### src/include/rswc_defines.vh
/*
 sleep/wake controller constants: register offsets, field positions,
 reset values and timing counts. assumes a 25 MHz mclk.
*/
`ifndef RSWC_DEFINES_VH
`define RSWC_DEFINES_VH

`define RSWC_CLK_HZ          25000000
`define RSWC_MS_CYCLES       (`RSWC_CLK_HZ / 1000)
`define RSWC_MS_CNT_W        15
`define RSWC_MS_LAST         15'h61A7
`define RSWC_INTERVAL_W      13
`define RSWC_INTERVAL_MIN    13'h0064
`define RSWC_INTERVAL_MAX    13'h1388
`define RSWC_INTERVAL_RESET  13'h0000
`define RSWC_CAD_WINDOW_MS   13'h0005
`define RSWC_FIFO_W          8
`define RSWC_FIFO_D          16

`define RSWC_OFF_CTRL        8'h00
`define RSWC_OFF_INTERVAL    8'h04
`define RSWC_OFF_CHANNEL     8'h08
`define RSWC_OFF_RATE        8'h0C
`define RSWC_OFF_ENC         8'h10
`define RSWC_OFF_KEY         8'h14
`define RSWC_OFF_STATUS      8'h18
`define RSWC_OFF_RXDATA      8'h1C

`define RSWC_CTRL_CMD_EN     0
`define RSWC_ST_STATE_LSB    0
`define RSWC_ST_VALID        8
`define RSWC_ST_BADINT       9
`define RSWC_ST_SERIAL_OK    10

`endif

### src/hw/rswc_fifo.v
/*
 rswc_fifo: synchronous fifo with valid/ready on both sides.
 assumes one clock and a synchronous active-high reset.
*/
`timescale 1ns/1ps
module rswc_fifo #(
  parameter WIDTH = 8,
  parameter DEPTH = 16,
  parameter AW    = 4
) (
  input  wire             mclk,
  input  wire             rst,
  input  wire [WIDTH-1:0] in_data,
  input  wire             in_valid,
  output wire             in_ready,
  output wire [WIDTH-1:0] out_data,
  output wire             out_valid,
  input  wire             out_ready
);
  reg [WIDTH-1:0] mem [0:DEPTH-1];
  reg [AW-1:0]    wr_ptr;
  reg [AW-1:0]    rd_ptr;
  reg [AW:0]      count;
  wire            push;
  wire            pop;

  // compared, not sliced: the depth parameter is an unranged integer
  assign in_ready  = (count < DEPTH);
  assign out_valid = (count != {(AW+1){1'b0}});
  assign push      = in_valid & in_ready;
  assign pop       = out_valid & out_ready;
  assign out_data  = mem[rd_ptr];

  always @(posedge mclk) begin
    if (push) begin
      mem[wr_ptr] <= in_data;
    end
  end

  always @(posedge mclk) begin
    if (rst) begin
      wr_ptr <= {AW{1'b0}};
      rd_ptr <= {AW{1'b0}};
      count  <= {(AW+1){1'b0}};
    end else begin
      if (push) begin
        wr_ptr <= wr_ptr + 1'b1;
      end
      if (pop) begin
        rd_ptr <= rd_ptr + 1'b1;
      end
      if (push & ~pop) begin
        count <= count + 1'b1;
      end else if (pop & ~push) begin
        count <= count - 1'b1;
      end
    end
  end
endmodule

### src/hw/rswc_top.v
/*
 rswc_top: sleep and wake-on-radio controller for a serial radio node.
 holds the interval/channel/rate/encryption settings behind an AHB-Lite
 slave, runs the sleep sequencer from the two mode pins and buffers
 received radio bytes in a fifo that software drains over the bus.
 assumes one 25 MHz clock, synchronous active-high reset, async pins.
*/
// The register addresses and register access over AHB-Lite were decided locally.
// Notes on behaviour
// - set/query interval, channel, rate, encryption, key
// - wake each interval, check activity, resleep
// - on activity take packet, forward, sleep
// - no serial commands in wor; pins high wake
// - interval zero means pure sleep until pin
// - pure sleep ignores serial commands
`timescale 1ns/1ps
`include "rswc_defines.vh"
module rswc_top (
  input  wire        mclk,
  input  wire        rst,
  input  wire [31:0] haddr,
  input  wire [1:0]  htrans,
  input  wire        hwrite,
  input  wire [2:0]  hsize,
  input  wire [31:0] hwdata,
  input  wire        hsel,
  input  wire        hready,
  output wire        hreadyout,
  output wire        hresp,
  output reg  [31:0] hrdata,
  input  wire        mode_select_a,
  input  wire        mode_select_b,
  input  wire        channel_activity_detect,
  input  wire [7:0]  radio_rx_data,
  input  wire        radio_rx_valid,
  output wire        radio_rx_ready,
  input  wire        radio_rx_last,
  output reg         radio_on,
  output reg         low_power,
  output reg         serial_ok
);
  localparam [4:0] ST_ACTIVE  = 5'h01;
  localparam [4:0] ST_SLEEP   = 5'h02;
  localparam [4:0] ST_LISTEN  = 5'h04;
  localparam [4:0] ST_RECEIVE = 5'h08;
  localparam [4:0] ST_PURE    = 5'h10;
  localparam [`RSWC_MS_CNT_W-1:0] MS_LAST =
    `RSWC_MS_LAST;

  // two-flop synchronisers for the asynchronous pins
  reg  [2:0] sync1;
  reg  [2:0] sync2;
  wire       pin_a;
  wire       pin_b;
  wire       cad;
  always @(posedge mclk) begin
    if (rst) begin
      // pins read high and activity low, so release shows no false entry
      sync1 <= 3'h3;
      sync2 <= 3'h3;
    end else begin
      sync1 <= {channel_activity_detect, mode_select_b, mode_select_a};
      sync2 <= sync1;
    end
  end
  assign pin_a = sync2[0];
  assign pin_b = sync2[1];
  assign cad   = sync2[2];

  wire pins_low  = ~pin_a & ~pin_b;
  wire pins_high = pin_a & pin_b;

  // settings registers
  reg [`RSWC_INTERVAL_W-1:0] wake_interval_ms;
  reg [7:0]                  channel;
  reg [7:0]                  rate;
  reg                        enc_on;
  reg [31:0]                 enc_key;
  reg                        cmd_en;
  reg                        bad_interval;

  reg [4:0] state;
  reg [4:0] next_state;

  // ahb-lite address phase capture
  reg        dp_valid;
  reg        dp_write;
  reg [7:0]  dp_addr;
  wire       ap_take = hsel & hready & htrans[1];
  assign hreadyout = 1'b1;
  assign hresp     = 1'b0;

  always @(posedge mclk) begin
    if (rst) begin
      dp_valid <= 1'b0;
      dp_write <= 1'b0;
      dp_addr  <= 8'h00;
    end else if (hready) begin
      dp_valid <= ap_take;
      dp_write <= hwrite;
      dp_addr  <= haddr[7:0];
    end
  end

  // settings only change while serial commands are accepted
  wire wr_ok = dp_valid & dp_write & serial_ok;

  always @(posedge mclk) begin
    if (rst) begin
      wake_interval_ms <= `RSWC_INTERVAL_RESET;
      channel          <= 8'h00;
      rate             <= 8'h00;
      enc_on           <= 1'b0;
      enc_key          <= 32'h00000000;
      cmd_en           <= 1'b1;
      bad_interval     <= 1'b0;
    end else if (wr_ok) begin
      case (dp_addr)
        `RSWC_OFF_CTRL:     cmd_en <= hwdata[`RSWC_CTRL_CMD_EN];
        `RSWC_OFF_INTERVAL: begin
          wake_interval_ms <= hwdata[`RSWC_INTERVAL_W-1:0];
          // flags a value outside 0 or 100..5000; still stored
          bad_interval <= (hwdata[31:`RSWC_INTERVAL_W] != 19'h00000) |
            ((hwdata[`RSWC_INTERVAL_W-1:0] != 13'h0000) &
             ((hwdata[`RSWC_INTERVAL_W-1:0] < `RSWC_INTERVAL_MIN) |
              (hwdata[`RSWC_INTERVAL_W-1:0] > `RSWC_INTERVAL_MAX)));
        end
        `RSWC_OFF_CHANNEL:  channel <= hwdata[7:0];
        `RSWC_OFF_RATE:     rate    <= hwdata[7:0];
        `RSWC_OFF_ENC:      enc_on  <= hwdata[0];
        `RSWC_OFF_KEY:      enc_key <= hwdata;
        default:            cmd_en  <= cmd_en;
      endcase
    end
  end

  // fifo between radio receiver and the bus
  wire [7:0] fifo_data;
  wire       fifo_valid;
  wire       fifo_pop;
  wire       fifo_in_ready;
  wire       rx_take = (state == ST_RECEIVE);

  rswc_fifo #(
    .WIDTH (`RSWC_FIFO_W),
    .DEPTH (`RSWC_FIFO_D),
    .AW    (4)
  ) u_fifo (
    .mclk      (mclk),
    .rst       (rst),
    .in_data   (radio_rx_data),
    .in_valid  (radio_rx_valid & rx_take),
    .in_ready  (fifo_in_ready),
    .out_data  (fifo_data),
    .out_valid (fifo_valid),
    .out_ready (fifo_pop)
  );
  // receiver stalls when the fifo fills; it only accepts while receiving
  assign radio_rx_ready = fifo_in_ready & rx_take;

  // read decode happens at the address phase so data lands at the edge
  wire rd_take = ap_take & ~hwrite;
  assign fifo_pop = rd_take & (haddr[7:0] == `RSWC_OFF_RXDATA) &
                    fifo_valid;

  always @(posedge mclk) begin
    if (rst) begin
      hrdata <= 32'h00000000;
    end else if (rd_take) begin
      case (haddr[7:0])
        `RSWC_OFF_CTRL:     hrdata <= {31'h00000000, cmd_en};
        `RSWC_OFF_INTERVAL: hrdata <= {19'h00000, wake_interval_ms};
        `RSWC_OFF_CHANNEL:  hrdata <= {24'h000000, channel};
        `RSWC_OFF_RATE:     hrdata <= {24'h000000, rate};
        `RSWC_OFF_ENC:      hrdata <= {31'h00000000, enc_on};
        `RSWC_OFF_KEY:      hrdata <= enc_key;
        `RSWC_OFF_STATUS:   hrdata <= {21'h000000, serial_ok,
                                       bad_interval, fifo_valid,
                                       3'h0, state};
        // an empty fifo reads as zero rather than a stale byte
        `RSWC_OFF_RXDATA:   hrdata <= {23'h000000, fifo_valid,
                                       fifo_data & {8{fifo_valid}}};
        default:            hrdata <= 32'h00000000;
      endcase
    end
  end

  // millisecond tick and interval counter
  reg [`RSWC_MS_CNT_W-1:0]   ms_cnt;
  reg [`RSWC_INTERVAL_W-1:0] elapsed;
  wire ms_tick = (ms_cnt == MS_LAST);
  wire in_sleep = (state == ST_SLEEP);
  wire in_listen = (state == ST_LISTEN);

  always @(posedge mclk) begin
    if (rst || !(in_sleep || in_listen)) begin
      ms_cnt <= {`RSWC_MS_CNT_W{1'b0}};
    end else if (ms_tick) begin
      ms_cnt <= {`RSWC_MS_CNT_W{1'b0}};
    end else begin
      ms_cnt <= ms_cnt + 1'b1;
    end
  end

  always @(posedge mclk) begin
    if (rst || next_state != state) begin
      elapsed <= {`RSWC_INTERVAL_W{1'b0}};
    end else if (ms_tick) begin
      elapsed <= elapsed + 1'b1;
    end
  end

  wire interval_done = ms_tick &
    (elapsed == wake_interval_ms - 1'b1);
  wire listen_done = ms_tick &
    (elapsed == `RSWC_CAD_WINDOW_MS - 1'b1);
  wire enter_low = pins_low & cmd_en;

  always @* begin
    next_state = state;
    case (state)
      ST_ACTIVE: begin
        if (enter_low) begin
          if (wake_interval_ms == 13'h0000) begin
            next_state = ST_PURE;
          end else begin
            next_state = ST_SLEEP;
          end
        end
      end
      ST_SLEEP: begin
        if (pins_high) begin
          next_state = ST_ACTIVE;
        end else if (interval_done) begin
          next_state = ST_LISTEN;
        end
      end
      ST_LISTEN: begin
        if (pins_high) begin
          next_state = ST_ACTIVE;
        end else if (cad) begin
          next_state = ST_RECEIVE;
        end else if (listen_done) begin
          next_state = ST_SLEEP;
        end
      end
      ST_RECEIVE: begin
        // the packet finishes before the pins are honoured
        if (radio_rx_valid & radio_rx_ready & radio_rx_last) begin
          next_state = pins_high ? ST_ACTIVE : ST_SLEEP;
        end
      end
      ST_PURE: begin
        if (pins_high) begin
          next_state = ST_ACTIVE;
        end
      end
      default: next_state = ST_ACTIVE;
    endcase
  end

  always @(posedge mclk) begin
    if (rst) begin
      state     <= ST_ACTIVE;
      radio_on  <= 1'b1;
      low_power <= 1'b0;
      serial_ok <= 1'b1;
    end else begin
      state     <= next_state;
      radio_on  <= (next_state != ST_SLEEP) & (next_state != ST_PURE);
      low_power <= (next_state == ST_SLEEP) | (next_state == ST_PURE);
      serial_ok <= (next_state == ST_ACTIVE);
    end
  end
endmodule

### config.mk
export PLATFORM = sky130hd
export DESIGN_NAME = rswc_top
export DESIGN_NICKNAME = d
export VERILOG_FILES = /design/src/hw/rswc_fifo.v /design/src/hw/rswc_top.v
export VERILOG_INCLUDE_DIRS = /design/src /design/src/include
export SDC_FILE = /design/constraint.sdc
export NUM_CORES = 1
export LEC_CHECK = 0
export BUFFER_PORTS_ARGS = -buffer_cell sky130_fd_sc_hd__clkbuf_2
export CAP_MARGIN = 20
export CORE_ASPECT_RATIO = 1.4
export CORE_MARGIN = 4
export CORE_UTILIZATION = 40
export DETAILED_ROUTE_END_ITERATION = 16
export PLACE_DENSITY_LB_ADDON = 0.3
export SYNTH_ARGS = -nofsm -noshare
export SYNTH_HDL_FRONTEND = slang
export SYNTH_HIERARCHICAL = 1
export SYNTH_SLANG_ARGS = --single-unit
### constraint.sdc
create_clock -name mclk -period 4.3 [get_ports mclk]
set_input_delay 1.29 -clock mclk [delete_from_list [all_inputs] [get_ports mclk]]
set_output_delay 1.29 -clock mclk [all_outputs]
set_load 0.005 [all_outputs]
==> metrics, run 1 <==
outcome complete, no violations; worst slew pin tran approximately 1100 ps; via count 8,783; Min-Delay Path Class reg -> reg; number of global-route vias before repair 8,742; Post-synth ARST share 0%; leading post-synthesis cells by cell area edfxtp_1, dfxtp_1, mux2i_1; maxcap violations 0; Peak Freq 0.301 GHz; Synth Area per Inst 11.5 um^2; Initial Util 40.8%; setup TNS 0 ps; H-tree Lvls 1; RSZ-0062 raised after global routing false; CTS tree built; critical path endpoint u_fifo/count[4]; clock skew roughly 10 ps; layout cell share with drive strength beyond 1 17.2%; crit start category input pin; first-pass GRT wire length about 47,000 um; First-pass DRT Iterations 6; initial antenna violation count 0; fillers 2,842; Internal 4.39 mW; die height 219 um; CTS Sinks about 290; top post-synthesis cells by count dfxtp_1, nor2_1, edfxtp_1; Critical Path End Type register; hpwl dp 20,600 um; sequential share of power between 50% and 60%; hold_buf cts 0; ANT nets after route 0; RR Endpoint u_fifo/count[4]; Comb pwr share 2.4%; Ports 125; Setup Buffers After CTS 0; Data required, critical path 4740 ps; chip width 158 um; Leak Pwr about 5.3 nW; Worst Path Max Fanout 5; critical path arrival 3760 ps; R2R setup slack 1010 ps; Final Hold Viols 0; wire per inst approximately 18 um; Post-synth EDFFs ~130; yosys warns 6; most numerous cell in the Yosys netlist dfxtp_1; largest net degree at the start of global routing 64; # rows 76; Critical Path Source haddr[3]; IO Port Bufs 94; Area growth syn-to-layout 13.8%; All-Layer GR Usage between 10% and 20%; Post-layout nets 1,284; slew margin rel. about 29%; switching share of power 20.7%; RR Startpoint u_fifo/count[0]; initial DRC count about 570; Placeable Area 31,000 um^2; DIE AREA 34,600 um^2; Mapped Area 12,700 um^2; Synth cell types 75; Primary FF master, synth dfxtp_1; Seq/Total Area, Yosys 56.4%; FF+latch count, synth 293; clk_lat worst skew roughly 550 ps; NetSw 1.14 mW; CTS buffer count 29; Vias per Instance 5.51; total grt overflow 0; crit share post-route between 70% and 80%; Gate Count Post-Synth 1,105; R2R depth 12; leading area contributor after synthesis edfxtp_1; final setup violation count 0; syn nets around 1,200; drt drc 0; crit path time final 3330 ps; post-CTS sizing 0; diode count 0; Max VDD drop 0.000217 V; gpl congestion ~0.83; hold slack final 409 ps; Crit Path Class in -> reg; post-synth top area share 30.4%; Slew Limit Fails 0; Root Driver clkbuf_16; routed wire length roughly 30,000 um; clock share of power 44.8%; Power Dens Cells 384 nW/um^2; Longest Clk Path Bufs 3; clock-pin slew on the worst setup and hold paths 60 ps
[registers in the layout, summed over array words and instances, names as in the netlist, 13 cells and up, named ones only]
name,cells
u_fifo/mem,128
enc_key,32
hrdata,32
ms_cnt,15
elapsed,13
wake_interval_ms,13
[cells by family (layout without fill, tap and decap cells)]
group	after synthesis	in the layout	synth area share, %
mux	96	96	11.2
buf+inv	82	182	2.95
compound gates	151	151	8.52
flops	293	293	56.4
fa+ha+maj	14	14	1.44
other cells	2	2	0.0593
simple gates	417	417	15.9
xor+xnor	50	50	3.46
[layer usage]
metal | GRT usage, % | vias to the layer above | wire length, um
met3 | 2.65 | 44 | 1380
met4 | 5.49 | 0 | 893
met1 | 20.6 | 4324 | 11800
met2 | 30.9 | 181 | 15400
met5 | 0 | - | 0
li1 | - | 4234 | -
[cell usage in the layout (no fill, tap or decap), types with 8 or more instances in the layout]
cell / Yosys / routed
dfxtp_1: 165 / 164
nor2_1: 144 / 143
edfxtp_1: 128 / 128
nand2_1: 98 / 98
clkbuf_2: 0 / 97
mux2i_1: 62 / 62
a21oi_1: 48 / 48
nand3_1: 41 / 40
a22oi_1: 29 / 29
clkbuf_16: 0 / 29
xnor2_1: 27 / 27
nor3_1: 24 / 24
xor2_1: 23 / 23
buf_4: 3 / 23
nand4_1: 18 / 18
mux4_2: 18 / 18
nor4_1: 15 / 14
mux4_1: 14 / 14
inv_1: 13 / 13
ha_1: 13 / 13
a221oi_1: 11 / 11
a31oi_1: 9 / 9
or2_2: 9 / 9
and2_1: 8 / 8
nor4b_1: 8 / 8
a211oi_1: 8 / 8
clkbuf_1: 45 / 8
[worst min-delay path by stage]
| stage | startpoint | to | slack [ps] | cells past startpoint |
|---|---|---|---|---|
| 2_1_floorplan | sync1[0] | sync2[0] | 390 | 1 |
| 3_3_place_gp | sync1[1] | sync2[1] | 390 | 1 |
| 3_5_place_dp | sync1[1] | sync2[1] | 400 | 1 |
| 4_1_cts | sync1[1] | sync2[1] | 410 | 1 |
| 5_1_grt | sync1[1] | sync2[1] | 420 | 1 |
| 6_report | sync1[1] | sync2[1] | 410 | 1 |
[final cells by class]
| cell class | instances | area (um^2) | share of cell area [%] |
|---|---|---|---|
| Inverter | 13 | 48.8 | 0.339 |
| Clock inverter | 9 | 113 | 0.782 |
| Clock buffer | 44 | 817 | 5.67 |
| Sequential cell | 293 | 7150 | 49.6 |
| Multi-Input combinational cell | 730 | 5150 | 35.8 |
| Timing Repair Buffer | 116 | 638 | 4.43 |
| Tap cell | 390 | 488 | 3.39 |
[power by group through the flow]
| stage | Combinational (mW) | Sequential (mW) | Clock, mW |
|---|---|---|---|
| final | 0.135 | 2.92 | 2.48 |
| after global routing | 0.151 | 2.92 | 2.66 |
| after CTS | 0.136 | 2.92 | 2.56 |
| after detailed placement | 0.135 | 2.98 | 0 |
| after global placement | 0.131 | 2.98 | 0 |
| after floorplan | 0.0562 | 2.98 | 0 |
[through the flow]
stage / instance area, um^2 / power, mW / std cells / utilization (%) / worst slack [ps]
finish: 14400 / 5.53 / 1595 / 46.5 / 973
global route: 14400 / 5.73 / 1595 / 46.5 / 740
CTS: 14400 / 5.61 / 1594 / 46.5 / 965
detailed placement: 13500 / 3.11 / 1541 / 43.5 / 386
global placement: 13500 / 3.11 / 1541 / 43.5 / 418
floorplan: 12700 / 3.03 / 1105 / - / 410
[critical path, cell delays in order]
cell,delay (ps)
clkbuf_2,150
nor3b_1,270
and4_1,240
and3_1,260
o21ai_4,100
ha_1,200
inv_1,150
ha_1,290
a21oi_1,180
a211oi_1,90
a31oi_1,180
mux2_2,350
Power figures use the tool's default switching activity.
==> inputs of run 2 (changes only) <==
==> constraint.sdc (replaced) <==
create_clock -name mclk -period 3.4 [get_ports mclk]
set_input_delay 1.02 -clock mclk [delete_from_list [all_inputs] [get_ports mclk]]
set_output_delay 1.02 -clock mclk [all_outputs]
set_load 0.005 [all_outputs]
==> metrics, run 2 (same netlist as run 1, synthesis figures left out) <==
hpwl dp 20,800 um (+0.68%); R2R depth 12 (unchanged); layout cell share with drive strength beyond 1 19.1% (+1.9 points); hold slack final 411 ps (+1.99 ps); Critical Path Source u_fifo/count[1]; leading cell type in the layout, fill and taps excluded dfxtp_1; critical path, cell by cell or4_4 -> or2_2 -> and4_1 -> and3_4 -> o21ai_4 -> ha_1 -> inv_1 -> ha_1 -> a21oi_1 -> a211oi_1 -> a31oi_1 -> mux2_2; CTS tree built; Longest Clk Path Bufs 3 (unchanged); maxcap violations 0 (unchanged); drt drc 0 (unchanged); wire per inst 18.1 um (-2.0%); max reg flops 128 (unchanged); clock skew 9.67 ps (-0.217 ps); RR Startpoint u_fifo/count[1]; Final Hold Viols 0 (unchanged); placed insts 1,574 (+2.1%); crit path time final 3170 ps; number of global-route vias before repair 8,629 (-1.3%); CTS Sinks 293 (unchanged); final setup violation count 0 (unchanged); via count 8,806 (+0.26%); clk_lat worst skew 550 ps (about the same); Crit Path Class reg -> reg; post-CTS sizing 0 (unchanged); clock-pin slew on the worst setup and hold paths 70 ps (about the same); RR Endpoint u_fifo/count[4]; Area growth syn-to-layout 15.7%; CTS buffer count 28 (-3.4%); CP dominant cell by count ha_1; R2R setup slack 230 ps (-780 ps); met3 WL 1170 um (-15%); met2 wire len 15,900 um (+3.3%); Slew Limit Fails 0 (unchanged); Critical Path End Type register; Max VDD drop 0.000378 V (+75%); max layer used met4; Ports 125 (unchanged); largest registers u_fifo/mem x128, enc_key x32, hrdata x32; chip width 158 um (unchanged); largest net degree at the start of global routing 64 (unchanged); die height 219 um (unchanged); Leak Pwr 5.47 nW (+2.8%); ANT nets after route 0 (unchanged); Setup Buffers After CTS 0 (unchanged); crit start category register; Multi-input gate area 5160 um^2 (about the same); Post-layout nets 1,315 (+2.4%); All-Layer GR Usage 16.9% (-0.16 points); total grt overflow 0 (unchanged); IO Port Bufs 94 (unchanged); Initial Util 40.8% (unchanged); First-pass DRT Iterations 7 (+1); DIE AREA 34,600 um^2 (unchanged); H-tree Lvls 1 (unchanged); crit share post-route between 90% and 100%; initial DRC count 742 (+29%); critical path endpoint u_fifo/count[4]; FF+latch area 7150 um^2 (unchanged); Worst Path Max Fanout 5 (unchanged); initial antenna violation count 0 (unchanged); first-pass GRT wire length 46,900 um (-1.0%); # rows 76 (unchanged); Most flops, register u_fifo/mem; gpl congestion 0.848 (+1.9%); slowest stage delay, CP 560 ps (+210 ps); hold_buf cts 0 (unchanged); Placeable Area 31,000 um^2 (unchanged); post-route cell area 14,600 um^2 (+1.7%); critical path arrival 3610 ps (-150 ps); fillers 2,899 (+2.0%); routed wire length 29,400 um (-0.27%); slowest cell on the critical path or4_4; Post-DP Area 13,700 um^2 (+1.9%); outcome complete, no violations; Vias per Instance 5.42 (-1.5%); diode count 0 (unchanged); most frequent cells in the layout dfxtp_1, nor2_1, edfxtp_1; Power Dens Cells 477 nW/um^2 (+24%); final cell count without fillers 1,624 (+1.8%); Peak Freq roughly 0.32 GHz; Root Driver clkbuf_16; slew margin rel. 30.8% (+2.2 points); WL met1 11,600 um (-1.5%); Data required, critical path 3840 ps (-900 ps); RSZ-0062 raised after global routing false; Min-Delay Path Class reg -> reg; worst slew pin tran 1040 ps (-33.6 ps)
-- run 2: cell count changes in the layout (fill, tap and decap cells not counted), sizes merged --
cell      before  now
bufinv         2    3
clkinv         3    5
clkbuf       137  130
buf           23   55
clkinvlp       2    3
-- run 2: cell type report --
type | count | share of cell area [%]
well taps | 390 | 3.33
multi-input cells | 730 | 35.2
inverters | 13 | 0.333
clock inverters | 13 | 1.08
flip-flops and latches | 293 | 48.8
repair buffers | 148 | 6.00
clock buffers | 37 | 5.24
-- run 2: metrics by stage --
stage	total power, mW	utilization (%)	setup TNS, ps	setup WS, ps
3_5_place_dp	3.94	44.3	-65.3	-35.1
2_1_floorplan	3.84	-	0	35.4
6_report	6.99	47.3	0	230
5_1_grt	7.26	47.3	0	91.4
4_1_cts	7.10	47.3	0	232
3_3_place_gp	3.94	44.3	-35.8	-35.8
-- run 2: metal layers --
layer  track usage (%)  vias to the layer above
li1                  -                     4297
met1              20.0                     4271
met2              31.5                      194
met3              2.08                       44
met4              5.38                        0
met5                 0                        -
-- run 2: how the worst min path moves through the flow --
| stage | start | end | depth (start not counted) |
|---|---|---|---|
| 6_report | sync1[1] | sync2[1] | 1 |
| 5_1_grt | sync1[0] | sync2[0] | 1 |
| 4_1_cts | sync1[1] | sync2[1] | 1 |
| 3_5_place_dp | sync1[0] | sync2[0] | 1 |
| 3_3_place_gp | sync1[0] | sync2[0] | 1 |
| 2_1_floorplan | sync1[0] | sync2[0] | 1 |
-- run 2: worst max-delay path, delay by kind of cell (launching register included) --
family                   cells  cell delay (ps)
AO/OA/AOI/OAI                4              510
multiplexers                 1              340
flip-flops                   1              350
adder cells (fa/ha/maj)      2              500
buffers and inverters        1              100
AND/OR/NAND/NOR              4             1240
-- run 2: report_power, final --
part | leakage, nW | internal (mW) | total (mW) | switching (mW)
clock | 0.441 | 1.82 | 3.13 | 1.31
sequential | 2.48 | 3.68 | 3.69 | 0.0101
combinational | 2.54 | 0.0586 | 0.175 | 0.116
==> inputs of run 3 (changes only) <==
--- a/config.mk
+++ b/config.mk
@@ -6,6 +6,7 @@
 export SDC_FILE = /design/constraint.sdc
 export NUM_CORES = 1
 export LEC_CHECK = 0
+export ABC_AREA = 1
 export BUFFER_PORTS_ARGS = -buffer_cell sky130_fd_sc_hd__clkbuf_2
 export CAP_MARGIN = 20
 export CORE_ASPECT_RATIO = 1.4
==> metrics, run 3 <==
maxcap violations 0 (unchanged); top post-synthesis cells by count nand2_1, inv_1, dfxtp_1, nand3_1, edfxtp_1; # rows 79 (+3.9%); hpwl dp 24,100 um (+16%); drt drc 0 (unchanged); ANT nets after route 0 (unchanged); chip width 163 um (+2.9%); Ports 125 (unchanged); slowest cell on the critical path or2_2; Critical Path End Type register; crit start category input pin; post-CTS sizing 0 (unchanged); most frequent cells in the layout nand2_1, inv_1, nand3_1; Mapped Area 13,500 um^2 (+6.2%); Area growth syn-to-layout 15.0%; met1 usage 21.2% (+1.2 points); Setup Buffers After CTS 0 (unchanged); syn nets 1,733 (+44%); setup TNS 0 ps (unchanged); initial DRC count 758 (+2.2%); Gate Count Post-Synth 1,632 (+48%); crit path time final 2780 ps (-391 ps); Vias per Instance 4.99 (-8.0%); CTS tree built; Slew Limit Fails 0 (unchanged); Longest Clk Path Bufs 3 (unchanged); clock-pin slew on the worst setup and hold paths 60 ps (about the same); DIE AREA 36,700 um^2 (+6.0%); Synth cell types 47 (-37%); Buf/Inv on CP 3 (+2); Root Driver clkbuf_16; first-pass GRT wire length 54,600 um (+16%); largest registers u_fifo/mem x128, enc_key x32, hrdata x32; GR Util met3 2.27% (+0.19 points); Initial Util 40.5% (-0.34 points); Power Dens Cells 469 nW/um^2 (-1.8%); slowest stage delay, CP 320 ps (-240 ps); layout cell share with drive strength beyond 1 14.5% (-4.6 points); leading area contributor after synthesis edfxtp_1; Peak Freq 0.360 GHz (+14%); Data required, critical path 3860 ps (+20 ps); most numerous cell in the Yosys netlist nand2_1; First-pass DRT Iterations 5 (-2); initial antenna violation count 0 (unchanged); Seq/Total Area, Yosys 53.1% (-3.3 points); Leak Pwr 6.46 nW (+18%); Min-Delay Path Class reg -> reg; clock skew 38.4 ps (+28.7 ps); largest net degree at the start of global routing 71 (+11%); final setup violation count 0 (unchanged); post-synth top area share 28.6% (-1.8 points); worst slew pin tran 832 ps (-206 ps); hold_buf cts 0 (unchanged); yosys warns 6 (unchanged); GR Layer Usage met2 33.7% (+2.2 points); IO Port Bufs 94 (unchanged); wire per inst 15.7 um (-13%); RSZ-0062 raised after global routing false; Crit Path Class in -> reg; number of global-route vias before repair 10,700 (+24%); Max VDD drop 0.000386 V (+1.9%); Final Hold Viols 0 (unchanged); FF+latch count, synth 293 (unchanged); total grt overflow 0 (unchanged); Post-layout nets 1,833 (+39%); leading cell type in the layout, fill and taps excluded nand2_1; critical path, cell by cell clkbuf_2 -> nor2_1 -> nand2_1 -> nor2_1 -> nand2_1 -> nor4_4 -> nand2_4 -> ha_1 -> inv_1 -> ha_1 -> or2_2 -> nand3_1 -> nand2_1 -> o21ai_0 -> inv_1; diode count 0 (unchanged); Worst Path Max Fanout 4 (-1); Synth Area per Inst 8.24 um^2 (-28%); Primary FF master, synth dfxtp_1; outcome complete, no violations; CTS buffer count 30 (+7.1%); slew margin rel. 44.4% (+14 points); layer with the highest usage met2; fillers 3,261 (+12%); total design power 7.25 mW (+3.7%); routed wire length 34,500 um (+17%); via count 11,000 (+25%); max reg flops 128 (unchanged); clk_lat worst skew 590 ps (+40 ps); gpl congestion 0.899 (+6.0%); crit share post-route 81.7% (-11 points); H-tree Lvls 1 (unchanged); Post-synth EDFFs 128 (unchanged); critical path arrival 3240 ps (-370 ps); Post-synth ARST share 0% (unchanged); All-Layer GR Usage 18.4% (+1.5 points); CP dominant cell by count nand2_1; leading post-synthesis cells by cell area edfxtp_1, dfxtp_1, nand2_1; Most flops, register u_fifo/mem; CTS Sinks 293 (unchanged); die height 225 um (+3.0%); Critical Path Source haddr[6]; Worst Min Path Start sync1[2]; RR Startpoint u_fifo/count[4]; Placeable Area 33,200 um^2 (+7.1%); Top delay family on crit path simple AND/OR/NAND/NOR gates
## run 3: cell count changes after synthesis, sizes merged, moves of 11 or more
cell / change
nand2: +290
inv: +225
nand3: +129
o21ai: +81
a21oi: +69
mux2i: -62
mux4: -32
a22oi: -26
xnor2: -24
clkbuf: -13
nor3: +11
## run 3: where the power goes
group          total [mW]  internal (mW)  switching, mW  leakage, nW
clock network        3.33           1.91           1.43        0.523
registers            3.70           3.69         0.0132         2.48
logic               0.218         0.0636          0.154         3.45
## run 3: per-layer routing
metal  wire length (um)  part of all wire, %
met1              13400                   39
met2              17700                   51
met3               1680                  4.9
met4               1750                  5.1
met5                  0                    0
## run 3: final cells by class
cell class	instances	area, um^2	share of cell area (%)
clock inverter	18	158	1.02
tap	445	557	3.60
multi-input combinational	1039	5090	32.9
clock buffer	38	872	5.64
inverter	238	893	5.77
timing repair buffer	130	753	4.87
sequential	293	7150	46.2
## run 3: worst paths after layout
kind / to / slack (ps) / cells after the start
worst min register to register: sync2[2] / 410 / 2
worst max register to register: u_fifo/count[4] / 820 / 13
worst max-delay path: u_fifo/count[4] / 620 / 15
worst min-delay path: sync2[2] / 410 / 2
## run 3: logic make-up (layout without fill, tap and decap cells)
logic type	after synthesis	in the layout	share of synthesized area [%]
AOI/OAI and AO/OA	229	229	8.99
xor gates and xnor gates	24	24	1.66
adders and majority gates	14	14	1.36
buffers and inverters	300	424	9.24
DFF	293	293	53.1
other	2	2	0.0558
and+or+nand+nor	770	770	25.6
## run 3: through the flow
step | hold WS [ps] | cells | worst slack (ps) | utilization, % | instance area (um^2)
global placement | 391 | 2145 | 45.4 | 43.5 | 14400
CTS | 405 | 2201 | 619 | 46.6 | 15500
detailed placement | 396 | 2145 | 48.6 | 43.5 | 14400
global route | 414 | 2201 | 459 | 46.6 | 15500
floorplan | 388 | 1632 | 14.3 | - | 13500
finish | 405 | 2201 | 621 | 46.6 | 15500
## run 3: tightest hold or removal path, cell delays in order (launching register included)
cell	delay, ps
dfxtp_1	300
inv_1	40
nor2_1	30
